File: config.mk
export PLATFORM = sky130hd
export DESIGN_NAME = coax_link_config_regs
export DESIGN_NICKNAME = d
export VERILOG_FILES = /design/src/design/coax_cfg_pkg.sv /design/src/design/control_port_slave.sv /design/src/design/coax_link_config_regs.sv
export SDC_FILE = /design/constraint.sdc
export NUM_CORES = 1
export LEC_CHECK = 0
export ABC_CLOCK_PERIOD_IN_PS = 6190
export BUFFER_PORTS_ARGS = -buffer_cell sky130_fd_sc_hd__buf_2
export CORE_MARGIN = 1
export CORE_UTILIZATION = 65
export DETAILED_ROUTE_END_ITERATION = 16
export HOLD_SLACK_MARGIN = 0.08
export PLACE_DENSITY = 0.84
export SLEW_MARGIN = 20
export SYNTH_ARGS = -nofsm -noshare
export SYNTH_HDL_FRONTEND = slang
export SYNTH_SLANG_ARGS = --single-unit
export TNS_END_PERCENT = 50
File: constraint.sdc
create_clock -name core_clk -period 6.19 [get_ports core_clk]
set_input_delay 0.3095 -clock core_clk [delete_from_list [all_inputs] [get_ports core_clk]]
set_output_delay 0.3095 -clock core_clk [all_outputs]
set_load 0.02 [all_outputs]
File: src/design/coax_cfg_pkg.sv
`default_nettype none
package coax_cfg_pkg;
   // Register map
   localparam logic [7:0] ADDR_CHIP_RESET = 8'h00;
   localparam logic [7:0] ADDR_LINK_CONFIG = 8'h01;
   localparam logic [7:0] ADDR_UPLINK_RATE = 8'h0A;
   localparam logic [7:0] ADDR_DOWNLINK_RATE = 8'h14;
   // Field positions
   localparam int BIT_SOFT_RESET = 0;
   localparam int BIT_REVISION_LO = 5;
   localparam int BIT_CFG_SOURCE = 0;
   localparam int BIT_ROLE = 1;
   localparam int BIT_PORT_LO = 3;
   localparam int BIT_MII = 5;
   localparam int BIT_REFCLK_EXT = 6;
   // Values after reset and writable masks
   localparam logic [7:0] LINK_CONFIG_RESET = 8'h60;
   localparam logic [7:0] LINK_CONFIG_MASK = 8'h7B;
   localparam logic [4:0] UPLINK_RATE_RESET = 5'h00;
   localparam logic [4:0] DOWNLINK_RATE_RESET = 5'h00;
   // Uplink rate codes
   localparam logic [4:0] RATE_UP_3M = 5'h02;
   localparam logic [4:0] RATE_UP_4M = 5'h04;
   localparam logic [4:0] RATE_UP_9M = 5'h11;
   localparam logic [4:0] RATE_UP_11M = 5'h13;
   // Port arrangement codes
   localparam logic [1:0] PORT_A_MAC = 2'h0;
   localparam logic [1:0] PORT_B_PHY = 2'h1;
   localparam logic [1:0] PORT_PASSTHROUGH = 2'h2;
   // Soft reset duration
   localparam int CLK_PERIOD_NS = 8;
   localparam int SOFT_RESET_NS = 1000;
   localparam int SOFT_RESET_CYCLES = (SOFT_RESET_NS + CLK_PERIOD_NS - 1) / CLK_PERIOD_NS;
   localparam logic [7:0] SOFT_RESET_COUNT = 8'(SOFT_RESET_CYCLES);
   // Control port
   localparam logic [6:0] DEFAULT_DEVICE_ADDR = 7'h2C;
   localparam logic [3:0] BITS_PER_BYTE = 4'h8;
   localparam logic [3:0] MASTER_ACK_SLOT = 4'h9;

   typedef enum logic [2:0] {
      ST_IDLE,
      ST_ADDR,
      ST_PTR,
      ST_WDATA,
      ST_RDATA
   } ctrl_state_t;
endpackage : coax_cfg_pkg
`default_nettype wire

File: src/design/control_port_slave.sv
`timescale 1ns/100ps
`default_nettype none
module control_port_slave
   import coax_cfg_pkg::*;
(
   input wire logic core_clk,         // Core clock
   input wire logic rst_sync_n,       // Synchronised reset
   input wire logic [6:0] dev_addr,   // Bus address of this device
   input wire logic scl_in,           // Serial clock pin level
   input wire logic sda_in,           // Serial data pin level
   output logic sda_out,              // Serial data drive value
   output logic sda_oe,               // High while pulling data low
   output logic reg_wr,               // One-cycle write strobe
   output logic [7:0] reg_addr,       // Register pointer
   output logic [7:0] reg_wdata,      // Write data
   input wire logic [7:0] reg_rdata   // Read data at pointer
);
   logic [2:0] scl_sync;
   logic [2:0] sda_sync;
   logic scl_f;
   logic sda_f;
   logic scl_q;
   logic sda_q;
   logic scl_rise;
   logic scl_fall;
   logic start_seen;
   logic stop_seen;
   ctrl_state_t state;
   logic [3:0] bit_cnt;
   logic [7:0] shift;
   logic ack_on;
   logic rw_read;

   assign sda_out = 1'b0;

   // Three-stage sampling, level accepted once the last two agree
   always_ff @(posedge core_clk or negedge rst_sync_n) begin
      if (!rst_sync_n) begin
         scl_sync <= 3'h7;
         sda_sync <= 3'h7;
         scl_f <= 1'b1;
         sda_f <= 1'b1;
      end else begin
         scl_sync <= {scl_sync[1:0], scl_in};
         sda_sync <= {sda_sync[1:0], sda_in};
         if (scl_sync[1] == scl_sync[2]) scl_f <= scl_sync[2];
         if (sda_sync[1] == sda_sync[2]) sda_f <= sda_sync[2];
      end
   end

   always_ff @(posedge core_clk or negedge rst_sync_n) begin
      if (!rst_sync_n) begin
         scl_q <= 1'b1;
         sda_q <= 1'b1;
      end else begin
         scl_q <= scl_f;
         sda_q <= sda_f;
      end
   end

   assign scl_rise = scl_f & ~scl_q;
   assign scl_fall = ~scl_f & scl_q;
   assign start_seen = scl_f & scl_q & sda_q & ~sda_f;
   assign stop_seen = scl_f & scl_q & ~sda_q & sda_f;

   always_ff @(posedge core_clk or negedge rst_sync_n) begin
      if (!rst_sync_n) begin
         state <= ST_IDLE;
         bit_cnt <= 4'h0;
         shift <= 8'h00;
         ack_on <= 1'b0;
         rw_read <= 1'b0;
         sda_oe <= 1'b0;
         reg_wr <= 1'b0;
         reg_addr <= 8'h00;
         reg_wdata <= 8'h00;
      end else begin
         reg_wr <= 1'b0;
         if (start_seen) begin
            state <= ST_ADDR;
            bit_cnt <= 4'h0;
            ack_on <= 1'b0;
            sda_oe <= 1'b0;
         end else if (stop_seen) begin
            state <= ST_IDLE;
            ack_on <= 1'b0;
            sda_oe <= 1'b0;
         end else if (state == ST_RDATA) begin
            if (scl_rise) begin
               if (bit_cnt < BITS_PER_BYTE) begin
                  bit_cnt <= bit_cnt + 4'h1;
               end else if (sda_f) begin
                  state <= ST_IDLE;
               end else begin
                  bit_cnt <= MASTER_ACK_SLOT;
               end
            end else if (scl_fall) begin
               if (bit_cnt == BITS_PER_BYTE) begin
                  sda_oe <= 1'b0;
               end else if (bit_cnt == MASTER_ACK_SLOT) begin
                  shift <= reg_rdata;
                  sda_oe <= ~reg_rdata[7];
                  reg_addr <= reg_addr + 8'h01;
                  bit_cnt <= 4'h0;
               end else begin
                  shift <= {shift[6:0], 1'b0};
                  sda_oe <= ~shift[6];
               end
            end
         end else if (state != ST_IDLE) begin
            if (scl_rise && bit_cnt < BITS_PER_BYTE) begin
               shift <= {shift[6:0], sda_f};
               bit_cnt <= bit_cnt + 4'h1;
            end else if (scl_fall && bit_cnt == BITS_PER_BYTE) begin
               if (!ack_on) begin
                  ack_on <= 1'b1;
                  sda_oe <= 1'b1;
                  case (state)
                     ST_ADDR: begin
                        rw_read <= shift[0];
                        if (shift[7:1] != dev_addr) begin
                           state <= ST_IDLE;
                           ack_on <= 1'b0;
                           sda_oe <= 1'b0;
                        end
                     end
                     ST_PTR: reg_addr <= shift;
                     ST_WDATA: begin
                        reg_wr <= 1'b1;
                        reg_wdata <= shift;
                     end
                     default: ;
                  endcase
               end else begin
                  ack_on <= 1'b0;
                  bit_cnt <= 4'h0;
                  case (state)
                     ST_ADDR: begin
                        if (rw_read) begin
                           state <= ST_RDATA;
                           shift <= reg_rdata;
                           sda_oe <= ~reg_rdata[7];
                           reg_addr <= reg_addr + 8'h01;
                        end else begin
                           state <= ST_PTR;
                           sda_oe <= 1'b0;
                        end
                     end
                     ST_PTR: begin
                        state <= ST_WDATA;
                        sda_oe <= 1'b0;
                     end
                     ST_WDATA: begin
                        reg_addr <= reg_addr + 8'h01;
                        sda_oe <= 1'b0;
                     end
                     default: begin
                        state <= ST_IDLE;
                        sda_oe <= 1'b0;
                     end
                  endcase
               end
            end
         end
      end
   end
endmodule : control_port_slave
`default_nettype wire

File: src/design/coax_link_config_regs.sv
`timescale 1ns/100ps
`default_nettype none
// Summary of operation
// - Writing bit0 one starts self-clearing soft reset
// - Soft reset leaves programmed registers untouched
// - Config bit0 picks strap pins or registers
// - Config bit1 picks transmitter or receiver role
// - Bits 4:3 pick port arrangement
// - Bit6 low with bit5 low (RMII) drives internal reference on test pin
// - Strap source takes uplink rate from pins
// - Register source takes five-bit uplink rate code
// - Established link reports downlink rate code
module coax_link_config_regs
   import coax_cfg_pkg::*;
#(
   parameter logic [2:0] SILICON_REVISION = 3'h2,  // Arbitrary value
   parameter logic [6:0] DEVICE_ADDR = DEFAULT_DEVICE_ADDR
) (
   input wire logic core_clk,                 // Core clock
   input wire logic rstn,                     // Chip reset, active low
   input wire logic scl_in,                   // Control port clock pin
   input wire logic sda_in,                   // Control port data pin level
   output logic sda_out,                      // Control port data drive value
   output logic sda_oe,                       // High while pulling data low
   input wire logic rate_select_pin0,         // Uplink rate strap bit 0
   input wire logic rate_select_pin1,         // Uplink rate strap bit 1
   input wire logic strap_role_pin,           // Role strap
   input wire logic [1:0] strap_port_pins,    // Port arrangement strap
   input wire logic strap_mii_pin,            // Signalling strap
   input wire logic strap_refclk_ext_pin,     // Reference clock source strap
   input wire logic link_up,                  // Downlink established
   input wire logic [4:0] downlink_rate_code, // Downlink rate from modem
   output logic operating_rst_n,              // Reset of operating logic
   output logic role_receiver,                // 1 receiver, 0 transmitter
   output logic [1:0] port_select,            // Port arrangement in use
   output logic mii_full,                     // 1 MII, 0 RMII
   output logic test_pin_refclk_en,           // Drive internal reference on test pin
   output logic [4:0] uplink_rate_code        // Uplink rate in use
);
   logic [1:0] rst_pipe;
   logic rst_sync_n;
   logic reg_wr;
   logic [7:0] reg_addr;
   logic [7:0] reg_wdata;
   logic [7:0] reg_rdata;
   logic soft_reset;
   logic [7:0] soft_cnt;
   logic [7:0] link_config;
   logic [4:0] uplink_rate;
   logic [4:0] downlink_rate;
   logic [6:0] strap_raw;
   logic [6:0] strap;
   logic [2:0] strap_sync [7];
   logic [4:0] strap_rate;
   logic cfg_from_regs;

   always_ff @(posedge core_clk or negedge rstn) begin
      if (!rstn) rst_pipe <= 2'h0;
      else rst_pipe <= {rst_pipe[0], 1'b1};
   end
   assign rst_sync_n = rst_pipe[1];

   control_port_slave u_port (
      .core_clk(core_clk),
      .rst_sync_n(rst_sync_n),
      .dev_addr(DEVICE_ADDR),
      .scl_in(scl_in),
      .sda_in(sda_in),
      .sda_out(sda_out),
      .sda_oe(sda_oe),
      .reg_wr(reg_wr),
      .reg_addr(reg_addr),
      .reg_wdata(reg_wdata),
      .reg_rdata(reg_rdata)
   );

   // Strap pins: three stages, change taken when the last two agree
   assign strap_raw = {rate_select_pin1, rate_select_pin0, strap_refclk_ext_pin,
                       strap_mii_pin, strap_port_pins, strap_role_pin};
   for (genvar i = 0; i < 7; i++) begin : g_strap
      always_ff @(posedge core_clk or negedge rst_sync_n) begin
         if (!rst_sync_n) begin
            strap_sync[i] <= 3'h0;
            strap[i] <= 1'b0;
         end else begin
            strap_sync[i] <= {strap_sync[i][1:0], strap_raw[i]};
            if (strap_sync[i][1] == strap_sync[i][2]) strap[i] <= strap_sync[i][2];
         end
      end
   end

   always_comb begin
      case (strap[6:5])
         2'h0: strap_rate = RATE_UP_4M;
         2'h1: strap_rate = RATE_UP_3M;
         2'h2: strap_rate = RATE_UP_9M;
         default: strap_rate = RATE_UP_11M;
      endcase
   end

   // Soft reset: bit self-clears after a fixed time; a new write restarts it
   always_ff @(posedge core_clk or negedge rst_sync_n) begin
      if (!rst_sync_n) begin
         soft_reset <= 1'b0;
         soft_cnt <= 8'h00;
      end else if (reg_wr && reg_addr == ADDR_CHIP_RESET && reg_wdata[BIT_SOFT_RESET]) begin
         soft_reset <= 1'b1;
         soft_cnt <= SOFT_RESET_COUNT;
      end else if (soft_reset) begin
         soft_cnt <= soft_cnt - 8'h01;
         if (soft_cnt == 8'h01) soft_reset <= 1'b0;
      end
   end

   always_ff @(posedge core_clk or negedge rst_sync_n) begin
      if (!rst_sync_n) operating_rst_n <= 1'b0;
      else operating_rst_n <= ~soft_reset;
   end

   // Configuration storage, reset only by chip reset
   always_ff @(posedge core_clk or negedge rst_sync_n) begin
      if (!rst_sync_n) begin
         link_config <= LINK_CONFIG_RESET;
         uplink_rate <= UPLINK_RATE_RESET;
      end else if (reg_wr) begin
         if (reg_addr == ADDR_LINK_CONFIG) link_config <= reg_wdata & LINK_CONFIG_MASK;
         if (reg_addr == ADDR_UPLINK_RATE) uplink_rate <= reg_wdata[4:0];
      end
   end

   always_ff @(posedge core_clk or negedge rst_sync_n) begin
      if (!rst_sync_n) downlink_rate <= DOWNLINK_RATE_RESET;
      else if (link_up) downlink_rate <= downlink_rate_code;
   end

   always_comb begin
      case (reg_addr)
         ADDR_CHIP_RESET: reg_rdata = {SILICON_REVISION, 4'h0, soft_reset};
         ADDR_LINK_CONFIG: reg_rdata = link_config;
         ADDR_UPLINK_RATE: reg_rdata = {3'h0, uplink_rate};
         ADDR_DOWNLINK_RATE: reg_rdata = {3'h0, downlink_rate};
         default: reg_rdata = 8'h00;
      endcase
   end

   assign cfg_from_regs = link_config[BIT_CFG_SOURCE];

   // Effective configuration: strap pins or registers
   always_ff @(posedge core_clk or negedge rst_sync_n) begin
      if (!rst_sync_n) begin
         role_receiver <= 1'b0;
         port_select <= PORT_A_MAC;
         mii_full <= 1'b1;
         test_pin_refclk_en <= 1'b0;
         uplink_rate_code <= RATE_UP_4M;
      end else if (cfg_from_regs) begin
         role_receiver <= link_config[BIT_ROLE];
         port_select <= link_config[BIT_PORT_LO +: 2];
         mii_full <= link_config[BIT_MII];
         test_pin_refclk_en <= ~link_config[BIT_REFCLK_EXT] & ~link_config[BIT_MII];
         uplink_rate_code <= uplink_rate;
      end else begin
         role_receiver <= strap[0];
         port_select <= strap[2:1];
         mii_full <= strap[3];
         test_pin_refclk_en <= ~strap[4] & ~strap[3];
         uplink_rate_code <= strap_rate;
      end
   end

   property p_soft_self_clear;
      @(posedge core_clk) disable iff (!rst_sync_n)
      (reg_wr && reg_addr == ADDR_CHIP_RESET && reg_wdata[0])
         |=> soft_reset ##[120:126] !soft_reset;
   endproperty
   a_soft_self_clear: assert property (p_soft_self_clear) else $error("soft reset bit stuck");

   property p_soft_keeps_config;
      @(posedge core_clk) disable iff (!rst_sync_n)
      (soft_reset && !reg_wr) |=> $stable(link_config) && $stable(uplink_rate) && !operating_rst_n;
   endproperty
   a_soft_keeps_config: assert property (p_soft_keeps_config) else $error("soft reset lost config");

   property p_strap_source;
      @(posedge core_clk) disable iff (!rst_sync_n)
      !cfg_from_regs |=> role_receiver == $past(strap[0]) && port_select == $past(strap[2:1]);
   endproperty
   a_strap_source: assert property (p_strap_source) else $error("strap config not applied");

   property p_role;
      @(posedge core_clk) disable iff (!rst_sync_n)
      cfg_from_regs |=> role_receiver == $past(link_config[1]);
   endproperty
   a_role: assert property (p_role) else $error("role does not follow register");

   property p_port;
      @(posedge core_clk) disable iff (!rst_sync_n)
      cfg_from_regs |=> port_select == $past(link_config[4:3]);
   endproperty
   a_port: assert property (p_port) else $error("port select wrong");

   property p_mii;
      @(posedge core_clk) disable iff (!rst_sync_n)
      cfg_from_regs |=> mii_full == $past(link_config[5]);
   endproperty
   a_mii: assert property (p_mii) else $error("signalling select wrong");

   property p_refclk;
      @(posedge core_clk) disable iff (!rst_sync_n)
      test_pin_refclk_en |-> !mii_full;
   endproperty
   a_refclk: assert property (p_refclk) else $error("reference driven in MII mode");

   // Internal reference only for RMII with bit 6 clear
   property p_refclk_reg;
      @(posedge core_clk) disable iff (!rst_sync_n)
      cfg_from_regs |=> test_pin_refclk_en == ($past(link_config[6:5]) == 2'h0);
   endproperty
   a_refclk_reg: assert property (p_refclk_reg) else $error("reference pin enable wrong");

   property p_strap_rate;
      @(posedge core_clk) disable iff (!rst_sync_n)
      (!cfg_from_regs && $stable(strap[6:5])) |=> uplink_rate_code == $past(strap_rate);
   endproperty
   a_strap_rate: assert property (p_strap_rate) else $error("uplink rate ignores pins");

   property p_reg_rate;
      @(posedge core_clk) disable iff (!rst_sync_n)
      cfg_from_regs |=> uplink_rate_code == $past(uplink_rate);
   endproperty
   a_reg_rate: assert property (p_reg_rate) else $error("uplink rate ignores register");

   property p_downlink;
      @(posedge core_clk) disable iff (!rst_sync_n)
      link_up |=> downlink_rate == $past(downlink_rate_code);
   endproperty
   a_downlink: assert property (p_downlink) else $error("downlink rate not reported");
endmodule : coax_link_config_regs
`default_nettype wire

==> impl_metrics.py, run 1 <==
metrics = {
    "run_status": {
        "status": "finished, final reports clean",
    },
    "routing": {
        "routedWlPerCell_um": 17.9,
        "drtIter0Drc": 279,
        "ant_nets": 0,
        "wl_mm": 9.89,
        "vias_per_cell": 6.12,
        "dr.pass1.iters": 7,
        "route.detailed.drc": 0,
        "vias": 3376,
    },
    "yosys": {
        "ys_async_sr_fraction_pct": 100,
        "yosysWarnings": 0,
        "ys_top_cells_by_area": "dfrtp_1 (48%), dfstp_2 (7.4%), mux2_2 (4.8%)",
        "yosys.cell_types.count": 68,
        "post-synth-top-area-cell": "dfrtp_1",
        "syn_nets": 447,
        "ys_ff_latch": 110,
        "synth_flop_cell": "dfrtp_1",
        "yosys.area.top_type_share_pct": 48.3,
        "synth.most_common_cell": "dfrtp_1",
        "synth_area_sq_mm": 0.00497,
        "synth-edff-count": 0,
        "syn_avg_cell_area_sq_um": 11.9,
        "synth_cells": 417,
        "yosysSeqAreaShare_pct": 55.7,
        "synthTopCellsByCount": "dfrtp_1 (96), nand2_1 (43), mux2_2 (21), nand3_1 (17), a21oi_1 (15)",
    },
    "sta": {
        "finalHoldViolations": 0,
        "worst_pin_slew_ps": 828,
        "min_period_over_period_pct": 47.7,
        "finalCriticalPeriod_ps": 2950,
        "max_freq_ghz": 0.339,
        "slew_violations": 0,
        "fin_tns_setup_ps": 0,
        "max_slew_margin_pct": 44.8,
        "rsz0062_at_grt": "no",
        "worst_clock_skew_ps": 14.1,
        "finalSetupViolCount": 0,
    },
    "critical_path": {
        "startpoint": "u_port.scl_f",
        "cpPeakStageDelay_ps": 840,
        "path_buf_inv": 0,
        "critPathArrivalTime_ps": 3200,
        "cp_cell_sequence": "ha_1, nor2b_1, nor2_1, a2111oi_4, mux2_2",
        "cp_slowest_cell": "a2111oi_4",
        "crit_path_end_kind": "flip-flop",
        "cp.required_ps": 6440,
        "r2r_end": "u_port.shift[6]",
        "crit_fanout": 14,
        "worst_r2r_path_depth": 5,
        "critPathTopFamily": "compound AO/OA/AOI/OAI gates",
        "critPathKind": "reg2reg",
        "timing.rr.start": "u_port.scl_f",
        "start_kind": "flip-flop",
        "rrSetupSlack_ps": 3240,
    },
    "global_route": {
        "antenna_found_initial": 0,
        "grt_overflow": 0,
        "grt_pass1_vias": 3147,
        "gr-usage-all-layers_pct": 26.8,
        "grt_first_pass_wirelength_mm": 15.7,
        "grt_max_degree": 91,
    },
    "hold_path": {
        "min_delay_path_depth": 2,
        "holdPathEnd": "downlink_rate[2]",
        "hp-class": "in2reg",
        "hp-start": "downlink_rate_code[2]",
    },
    "clock_network": {
        "clk_path_buf_depth": 2,
        "numCtsBuffers": 9,
        "cts_hold_buf": 10,
        "post_cts_buffers": 0,
        "cts-resized-gates": 0,
        "clk_latency_ps": 370,
        "numClockSinks": 110,
        "cts_tree": "built",
        "htree_levels": 3,
        "clk_pin_slew_ps": 120,
        "cts-root-buf": "clkbuf_8",
    },
    "floorplan": {
        "dieWidth_um": 89.5,
        "initial_utilization_pct": 67.9,
        "num_io_pins": 30,
        "coreArea_sq_mm": 0.00733,
        "die_area_sq_mm": 0.00801,
        "die_h_um": 89.5,
        "rows": 31,
    },
    "finish": {
        "final_util_pct": 74.2,
        "drive_gt1_share_pct": 21.4,
        "diodes": 0,
        "nNetsFinal": 478,
        "area_growth_pct": 9.38,
    },
    "place": {
        "dp_hpwl_mm": 6.79,
        "io_buffers": 28,
        "globalplace.congestion": 0.870,
    },
    "power_and_ir_drop": {
        "power.leakage_uw": 0.00239,
        "ir_drop_uv": 230,
        "power.density_mw_per_mm2": 277,
    },
    "run": {
        "maxCapViolCount": 0,
    },
}
placed cells by master, fill, tap and decap left out, types with 4 or more instances in the layout:
cell,n
dfrtp_1,95
o21ai_0,10
xnor2_1,4
nand2_1,43
maj3_1,9
inv_1,13
ha_1,13
mux2_2,21
dlygate4sd3_1,10
a21oi_1,15
nor2_1,13
nand2b_1,6
a222oi_1,4
o21ai_1,4
and2_1,7
nor3_1,6
clkbuf_8,9
a31oi_1,10
mux2_1,11
dfstp_2,14
nand3_1,17
mux2i_1,4
nor2b_1,6
buf_2,28
layout make-up:
cell class              count  area (sq um)
flip-flops and latches    110          2770
multi-input cells         274          2040
fillers                   469          1890
repair buffers             39           251
clock buffers               9           124
well taps                  99           124
clock inverters             7          75.1
inverters                  14          52.6
logic make-up (layout without fill, tap and decap cells):
family                   count (synthesis)  count (layout)  share of synthesized area, %
AO/OA/AOI/OAI                           81              81                          12.3
XOR/XNOR                                 6               6                          1.06
adder cells (fa/ha/maj)                 22              22                          5.08
buffers and inverters                   33              69                          3.29
flip-flops                             110             110                          55.7
multiplexers                            36              36                          8.05
other                                    2               2                         0.151
AND/OR/NAND/NOR                        127             127                          14.4
report_power, final:
part / internal (uW) / switching [uW] / total [uW] / leakage [uW]
sequential: 783 / 84.4 / 867 / 0.00137
clock: 160 / 263 / 423 / 0.000102
combinational: 97.6 / 119 / 216 / 0.000924
through the flow:
| step | hold slack [ps] | cells | power [uW] | worst slack [ps] | area [sq um] |
|---|---|---|---|---|---|
| floorplan | 13.9 | 417 | 1010 | 2920 | 4970 |
| global placement | 93.2 | 526 | 1070 | 3520 | 5140 |
| detailed placement | 98.3 | 526 | 1080 | 3410 | 5140 |
| CTS | 175 | 552 | 1510 | 3300 | 5440 |
| global route | 159 | 552 | 1570 | 3130 | 5440 |
| finish | 184 | 552 | 1510 | 3240 | 5440 |
per-layer routing:
metal | up-vias | part of all wire [%] | track usage, %
met4 | 0 | 1.3 | 8.80
met5 | - | 0 | 0
met3 | 14 | 5.0 | 5.08
met2 | 124 | 51 | 42.7
met1 | 1682 | 43 | 37.4
li1 | 1556 | - | -
worst max path at each step:
| stage | endpoint | slack [ps] | depth (start not counted) |
|---|---|---|---|
| 4_1_cts | u_port.shift[6] | 3300 | 5 |
| 3_3_place_gp | u_port.shift[6] | 3520 | 5 |
| 3_5_place_dp | u_port.shift[6] | 3410 | 5 |
| 6_report | u_port.shift[6] | 3240 | 5 |
| 2_1_floorplan | downlink_rate[0] | 2920 | 0 |
| 5_1_grt | u_port.shift[6] | 3130 | 5 |
registers in the layout, indices dropped and copies added, names as in the netlist, 3 cells and up:
signal            cells
u_port.state          3
u_port.scl_sync       3
u_port.bit_cnt        4
soft_cnt              8
link_config           6
strap                 7
u_port.reg_wdata      7
uplink_rate_code      5
u_port.shift          8
strap_sync           21
u_port.sda_sync       3
u_port.reg_addr       8
downlink_rate         5
uplink_rate           5
(Power assumes the default switching activity.)
==> inputs of run 2 (changes only) <==
Settings changed: ABC_CLOCK_PERIOD_IN_PS 6190 to 2600, CORE_UTILIZATION 65 to 54, PLACE_DENSITY 0.84 to 0.75.
Clock period 6.19 ns to 2.6 ns, I/O delays scaled along.
==> run 2 against run 1 <==
Effect of this change:
- the flow now finishes with violations (design-rule violations)
- critical path depth rose by 3
- worst hold slack got worse by 84 ps
- final cell count rose by 5.6%
- design area rose by 3.9%
- global-route usage fell by 5.1 points
- flip-flop and latch count did not move
- critical endpoint is now u_port.reg_addr[1]
- largest cell class unchanged
- highest routed layer unchanged
==> impl_metrics.py, run 2 (synthesized netlist as in run 1, its figures left out) <==
metrics = {
    "clock_network": {
        "clk_latency_ps": 380,
        "cts-root-buf": "clkbuf_8",
        "numCtsBuffers": 9,
        "htree_levels": 3,
        "clk_path_buf_depth": 2,
        "numClockSinks": 110,
        "cts_tree": "built",
        "clk_pin_slew_ps": 110,
    },
    "routing": {
        "vias": 3417,
        "wl_mm": 9.53,
        "ant_nets": 0,
        "drtIter0Drc": 350,
        "routedWlPerCell_um": 16.3,
        "dr.pass1.iters": 14,
        "vias_per_cell": 5.86,
        "route.detailed.drc": 1,
    },
    "global_route": {
        "gr-usage-all-layers_pct": 21.6,
        "antenna_found_initial": 0,
        "grt_first_pass_wirelength_mm": 16.4,
        "grt_pass1_vias": 3431,
        "grt_overflow": 0,
        "grt_max_degree": 47,
    },
    "sta": {
        "rsz0062_at_grt": "no",
        "finalSetupViolCount": 0,
        "max_freq_ghz": 0.424,
        "min_period_over_period_pct": 90.7,
        "max_slew_margin_pct": 56.5,
        "finalHoldViolations": 0,
        "worst_clock_skew_ps": 27.4,
        "fin_tns_setup_ps": 0,
        "slew_violations": 0,
        "worst_pin_slew_ps": 646,
        "worst_slack_ps": 242,
        "finalCriticalPeriod_ps": 2360,
    },
    "hold_path": {
        "min_delay_path_depth": 2,
        "hp-start": "link_up",
        "holdPathEnd": "downlink_rate[0]",
        "hp-class": "in2reg",
    },
    "critical_path": {
        "cp_cell_sequence": "inv_1, ha_1, nor2b_1, buf_4, mux2i_1, and2_1, and2_1, a31oi_1",
        "worst_r2r_path_depth": 8,
        "critPathKind": "reg2reg",
        "critPathMostFrequentCell": "and2_1",
        "r2r_end": "u_port.reg_addr[1]",
        "timing.rr.start": "u_port.scl_q",
        "cp_slowest_cell": "dfstp_2",
        "rrSetupSlack_ps": 240,
        "crit_path_end_kind": "flip-flop",
        "start_kind": "flip-flop",
        "cpPeakStageDelay_ps": 560,
        "cp.required_ps": 2830,
        "critPathArrivalTime_ps": 2590,
        "crit_fanout": 8,
    },
    "place": {
        "dpl_worst_slack_ps": 188,
        "dp_hpwl_mm": 6.62,
        "dpl.cell_count": 546,
        "postPlaceCellArea_sq_mm": 0.00523,
        "globalplace.congestion": 0.914,
        "io_buffers": 28,
    },
    "power_and_ir_drop": {
        "power.leakage_uw": 0.00250,
        "ir_drop_uv": 346,
        "power.density_mw_per_mm2": 642,
    },
    "finish": {
        "final_common_cell": "dfrtp_1",
        "largest_register": "strap_sync",
        "final_util_pct": 64.2,
        "diodes": 0,
        "nFillCells": 678,
        "area_growth_pct": 13.7,
        "final_cells": 583,
        "stdcell_area_sq_mm": 0.00565,
        "largest_register_ffs": 21,
        "nNetsFinal": 500,
        "layout_common_cells": "dfrtp_1 (95), nand2_1 (43), buf_2 (28)",
        "drive_gt1_share_pct": 23.4,
    },
    "floorplan": {
        "die_h_um": 98.0,
        "rows": 34,
        "coreArea_sq_mm": 0.00881,
        "initial_utilization_pct": 56.5,
        "dieWidth_um": 98.0,
        "die_area_sq_mm": 0.00960,
        "num_io_pins": 30,
    },
    "run": {
        "maxCapViolCount": 0,
    },
    "run_status": {
        "violations": "design-rule violations",
        "status": "finished, violations left",
    },
}
[run 2: changes by cell type in the layout (fill, tap and decap cells not counted), sizes merged]
cell	before	now
buf	29	42
clkinv	3	4
dlygate4sd3	10	19
inv	18	17
[run 2: metrics by stage]
stage                     total power, uW  hold WS (ps)
after floorplan                      2410          -166
after global placement               2560         -83.3
after detailed placement             2580         -83.1
after CTS                            3670          88.1
after global routing                 3810          95.8
final                                3630           100
[run 2: worst max-delay path by stage]
stage                      startpoint                  to  slack [ps]  cells after the start
floorplan                u_port.scl_f     u_port.shift[2]         410                      6
global placement    u_port.bit_cnt[0]  u_port.reg_addr[1]         290                      7
detailed placement  u_port.bit_cnt[1]  u_port.reg_addr[1]         190                      7
CTS                 u_port.bit_cnt[1]  u_port.reg_addr[1]         110                      7
global route        u_port.bit_cnt[1]     u_port.shift[5]          40                      8
finish                   u_port.scl_q  u_port.reg_addr[1]         240                      8
[run 2: repair_timing]
item	in CTS	in global routing
buffers inserted	0	2
hold buffers	19	0
setup endpoints to repair	0	11
endpoints found under the hold margin	16	0
resized for setup	0	1
[run 2: critical path, delay by kind of cell (launching register included)]
kind | cells | cell delay, ps
adders and majority gates | 1 | 280
buffers and inverters | 2 | 200
muxes | 1 | 320
and+or+nand+nor | 3 | 710
DFF | 1 | 560
AOI/OAI and AO/OA | 1 | 130
[run 2: power by group]
group	internal [uW]	total [uW]	switching, uW
combinational	250	518	268
clock	394	1050	659
sequential	1860	2060	196
[run 2: routing by layer]
metal	GRT usage [%]	wire length [um]	share of wire, %
met5	0	0	0
met1	29.5	4370	46
met4	8.16	188	2.0
met3	4.15	370	3.9
met2	34.7	4600	48
[run 2: area by class of cell]
| cell class | count | area, sq um | area share [%] |
|---|---|---|---|
| Clock buffer | 9 | 124 | 2.19 |
| Clock inverter | 7 | 91.3 | 1.62 |
| Inverter | 14 | 52.6 | 0.929 |
| Multi-Input combinational cell | 274 | 2040 | 36.1 |
| Sequential cell | 110 | 2770 | 49.1 |
| Tap cell | 108 | 135 | 2.39 |
| Timing Repair Buffer | 61 | 435 | 7.70 |
==> inputs of run 3 (changes only) <==
Settings changed: ABC_CLOCK_PERIOD_IN_PS 2600 to default, CORE_UTILIZATION 54 to 55, PLACE_DENSITY 0.75 to 0.76, SYNTH_HIERARCHICAL from default to 1.
==> run 3 against run 2 <==
Effect of this change:
- the flow now finishes without violations
- final cell count is 1.9% higher
- first-iteration DRC count is 46% lower
- global-route usage is 0.53 points higher
- synthesized cell count is 1.2% higher
- die area is 0.93% lower
- largest power group unchanged
- clock skew is 9.3 ps lower
- via count is 1.1% higher
- fmax is 0.15% higher
==> impl_metrics.py, run 3 <==
metrics = {
    "critical_path": {
        "rrSetupSlack_ps": 250,
        "critPathArrivalTime_ps": 2620,
        "crit_fanout": 16,
        "crit_path_end_kind": "flip-flop",
        "cp.required_ps": 2870,
        "start_kind": "flip-flop",
        "critPathKind": "reg2reg",
    },
    "clock_network": {
        "numCtsBuffers": 9,
        "cts_tree": "built",
        "clk_pin_slew_ps": 130,
        "cts-root-buf": "clkbuf_8",
        "numClockSinks": 110,
        "post_cts_buffers": 0,
        "cts-resized-gates": 0,
        "cts_hold_buf": 16,
        "clk_latency_ps": 380,
        "htree_levels": 3,
        "clk_path_buf_depth": 2,
    },
    "power_and_ir_drop": {
        "power.density_mw_per_mm2": 625,
        "pwr-share-clk_pct": 30.1,
        "internal_power_uw": 2480,
        "power_frac_seq_pct": 57.1,
        "p_comb_share_pct": 12.8,
        "p_sw_share_pct": 30.4,
        "ir_drop_uv": 402,
        "power.leakage_uw": 0.00258,
        "p_switching_uw": 1080,
        "p_total_uw": 3560,
    },
    "sta": {
        "slew_violations": 0,
        "worst_clock_skew_ps": 18.1,
        "worst_slack_ps": 246,
        "finalHoldViolations": 0,
        "worst_pin_slew_ps": 711,
        "max_slew_margin_pct": 51.9,
        "finalSetupViolCount": 0,
        "rsz0062_at_grt": "no",
        "finalCriticalPeriod_ps": 2350,
        "min_period_over_period_pct": 90.6,
        "max_freq_ghz": 0.425,
        "fin_tns_setup_ps": 0,
    },
    "floorplan": {
        "dieWidth_um": 97.5,
        "num_io_pins": 30,
        "coreArea_sq_mm": 0.00876,
        "initial_utilization_pct": 57.3,
        "rows": 34,
        "die_h_um": 97.5,
        "die_area_sq_mm": 0.00951,
    },
    "global_route": {
        "antenna_found_initial": 0,
        "gr-usage-all-layers_pct": 22.2,
        "grt_max_degree": 59,
        "grt_first_pass_wirelength_mm": 16.8,
        "grt_pass1_vias": 3512,
        "grt_overflow": 0,
    },
    "yosys": {
        "synth_cells": 422,
        "syn_avg_cell_area_sq_um": 11.9,
        "yosysWarnings": 6,
        "synth_area_sq_mm": 0.00502,
    },
    "routing": {
        "routedWlPerCell_um": 16.6,
        "vias": 3454,
        "vias_per_cell": 5.81,
        "ant_nets": 0,
        "route.detailed.drc": 0,
        "wl_mm": 9.84,
        "drtIter0Drc": 188,
        "dr.pass1.iters": 5,
    },
    "place": {
        "io_buffers": 28,
        "globalplace.congestion": 0.877,
        "dp_hpwl_mm": 6.94,
        "dpl_worst_slack_ps": 283,
        "postPlaceCellArea_sq_mm": 0.00533,
    },
    "finish": {
        "stdcell_area_sq_mm": 0.00571,
        "nNetsFinal": 508,
        "multiInputGateArea_sq_mm": 0.00214,
        "largest_register": "strap_sync",
        "nFillCells": 668,
        "diodes": 0,
        "regArea_sq_mm": 0.00277,
        "drive_gt1_share_pct": 22.4,
        "area_growth_pct": 13.7,
        "layout_common_cells": "dfrtp_1 (95), nand2_1 (41), buf_2 (28)",
        "largest_register_ffs": 21,
        "final_util_pct": 65.1,
        "final_common_cell": "dfrtp_1",
    },
    "run": {
        "maxCapViolCount": 0,
    },
    "run_status": {
        "status": "finished, final reports clean",
    },
    "hold_path": {
        "hp-class": "in2reg",
    },
}
-- run 3: per-layer routing --
layer | up-vias | track usage [%] | wire, um
met2 | 84 | 36.8 | 4920
met1 | 1730 | 29.4 | 4410
met3 | 13 | 4.03 | 360
met5 | - | 0 | 0
met4 | 0 | 7.81 | 153
li1 | 1627 | - | -
-- run 3: stage by stage --
stage               cells  hold WS [ps]
floorplan             431          -166
global placement      562         -85.2
detailed placement    562         -82.1
CTS                   594          80.6
global route          594          87.4
finish                594          90.1
-- run 3: critical path: stages (launching register included) --
cell,delay (ps)
dfrtp_1,450
inv_1,80
ha_1,210
and4b_1,340
mux2_2,220
o2111a_2,410
mux2_1,350
a31o_1,180
-- run 3: path summary, 6_finish.rpt --
check | from | to | depth (start not counted)
setup / recovery | u_port/bit_cnt[0] | u_port/reg_addr[0] | 7
hold / removal | link_up | downlink_rate[1] | 2
setup reg to reg | u_port/bit_cnt[0] | u_port/reg_addr[0] | 7
max in group asynchronous | rst_pipe[1] | u_port/shift[2] | 1
hold reg to reg | strap_sync[6] | strap_sync[7] | 0
min in group asynchronous | rst_pipe[1] | role_receiver | 0
-- run 3: power by group through the flow --
| stage | sequential [uW] | clock, uW | combinational [uW] |
|---|---|---|---|
| 2_1_floorplan | 2030 | 0 | 323 |
| 3_3_place_gp | 2060 | 0 | 416 |
| 3_5_place_dp | 2070 | 0 | 436 |
| 4_1_cts | 2040 | 1110 | 457 |
| 5_1_grt | 2060 | 1160 | 510 |
| 6_report | 2040 | 1070 | 455 |
-- run 3: final cells by class --
cell class | instances | area share (%)
clock buffer | 9 | 2.17
clock inverter | 7 | 1.64
inverter | 13 | 0.855
multi-input combinational | 293 | 37.6
sequential | 110 | 48.6
tap | 108 | 2.37
timing repair buffer | 54 | 6.80
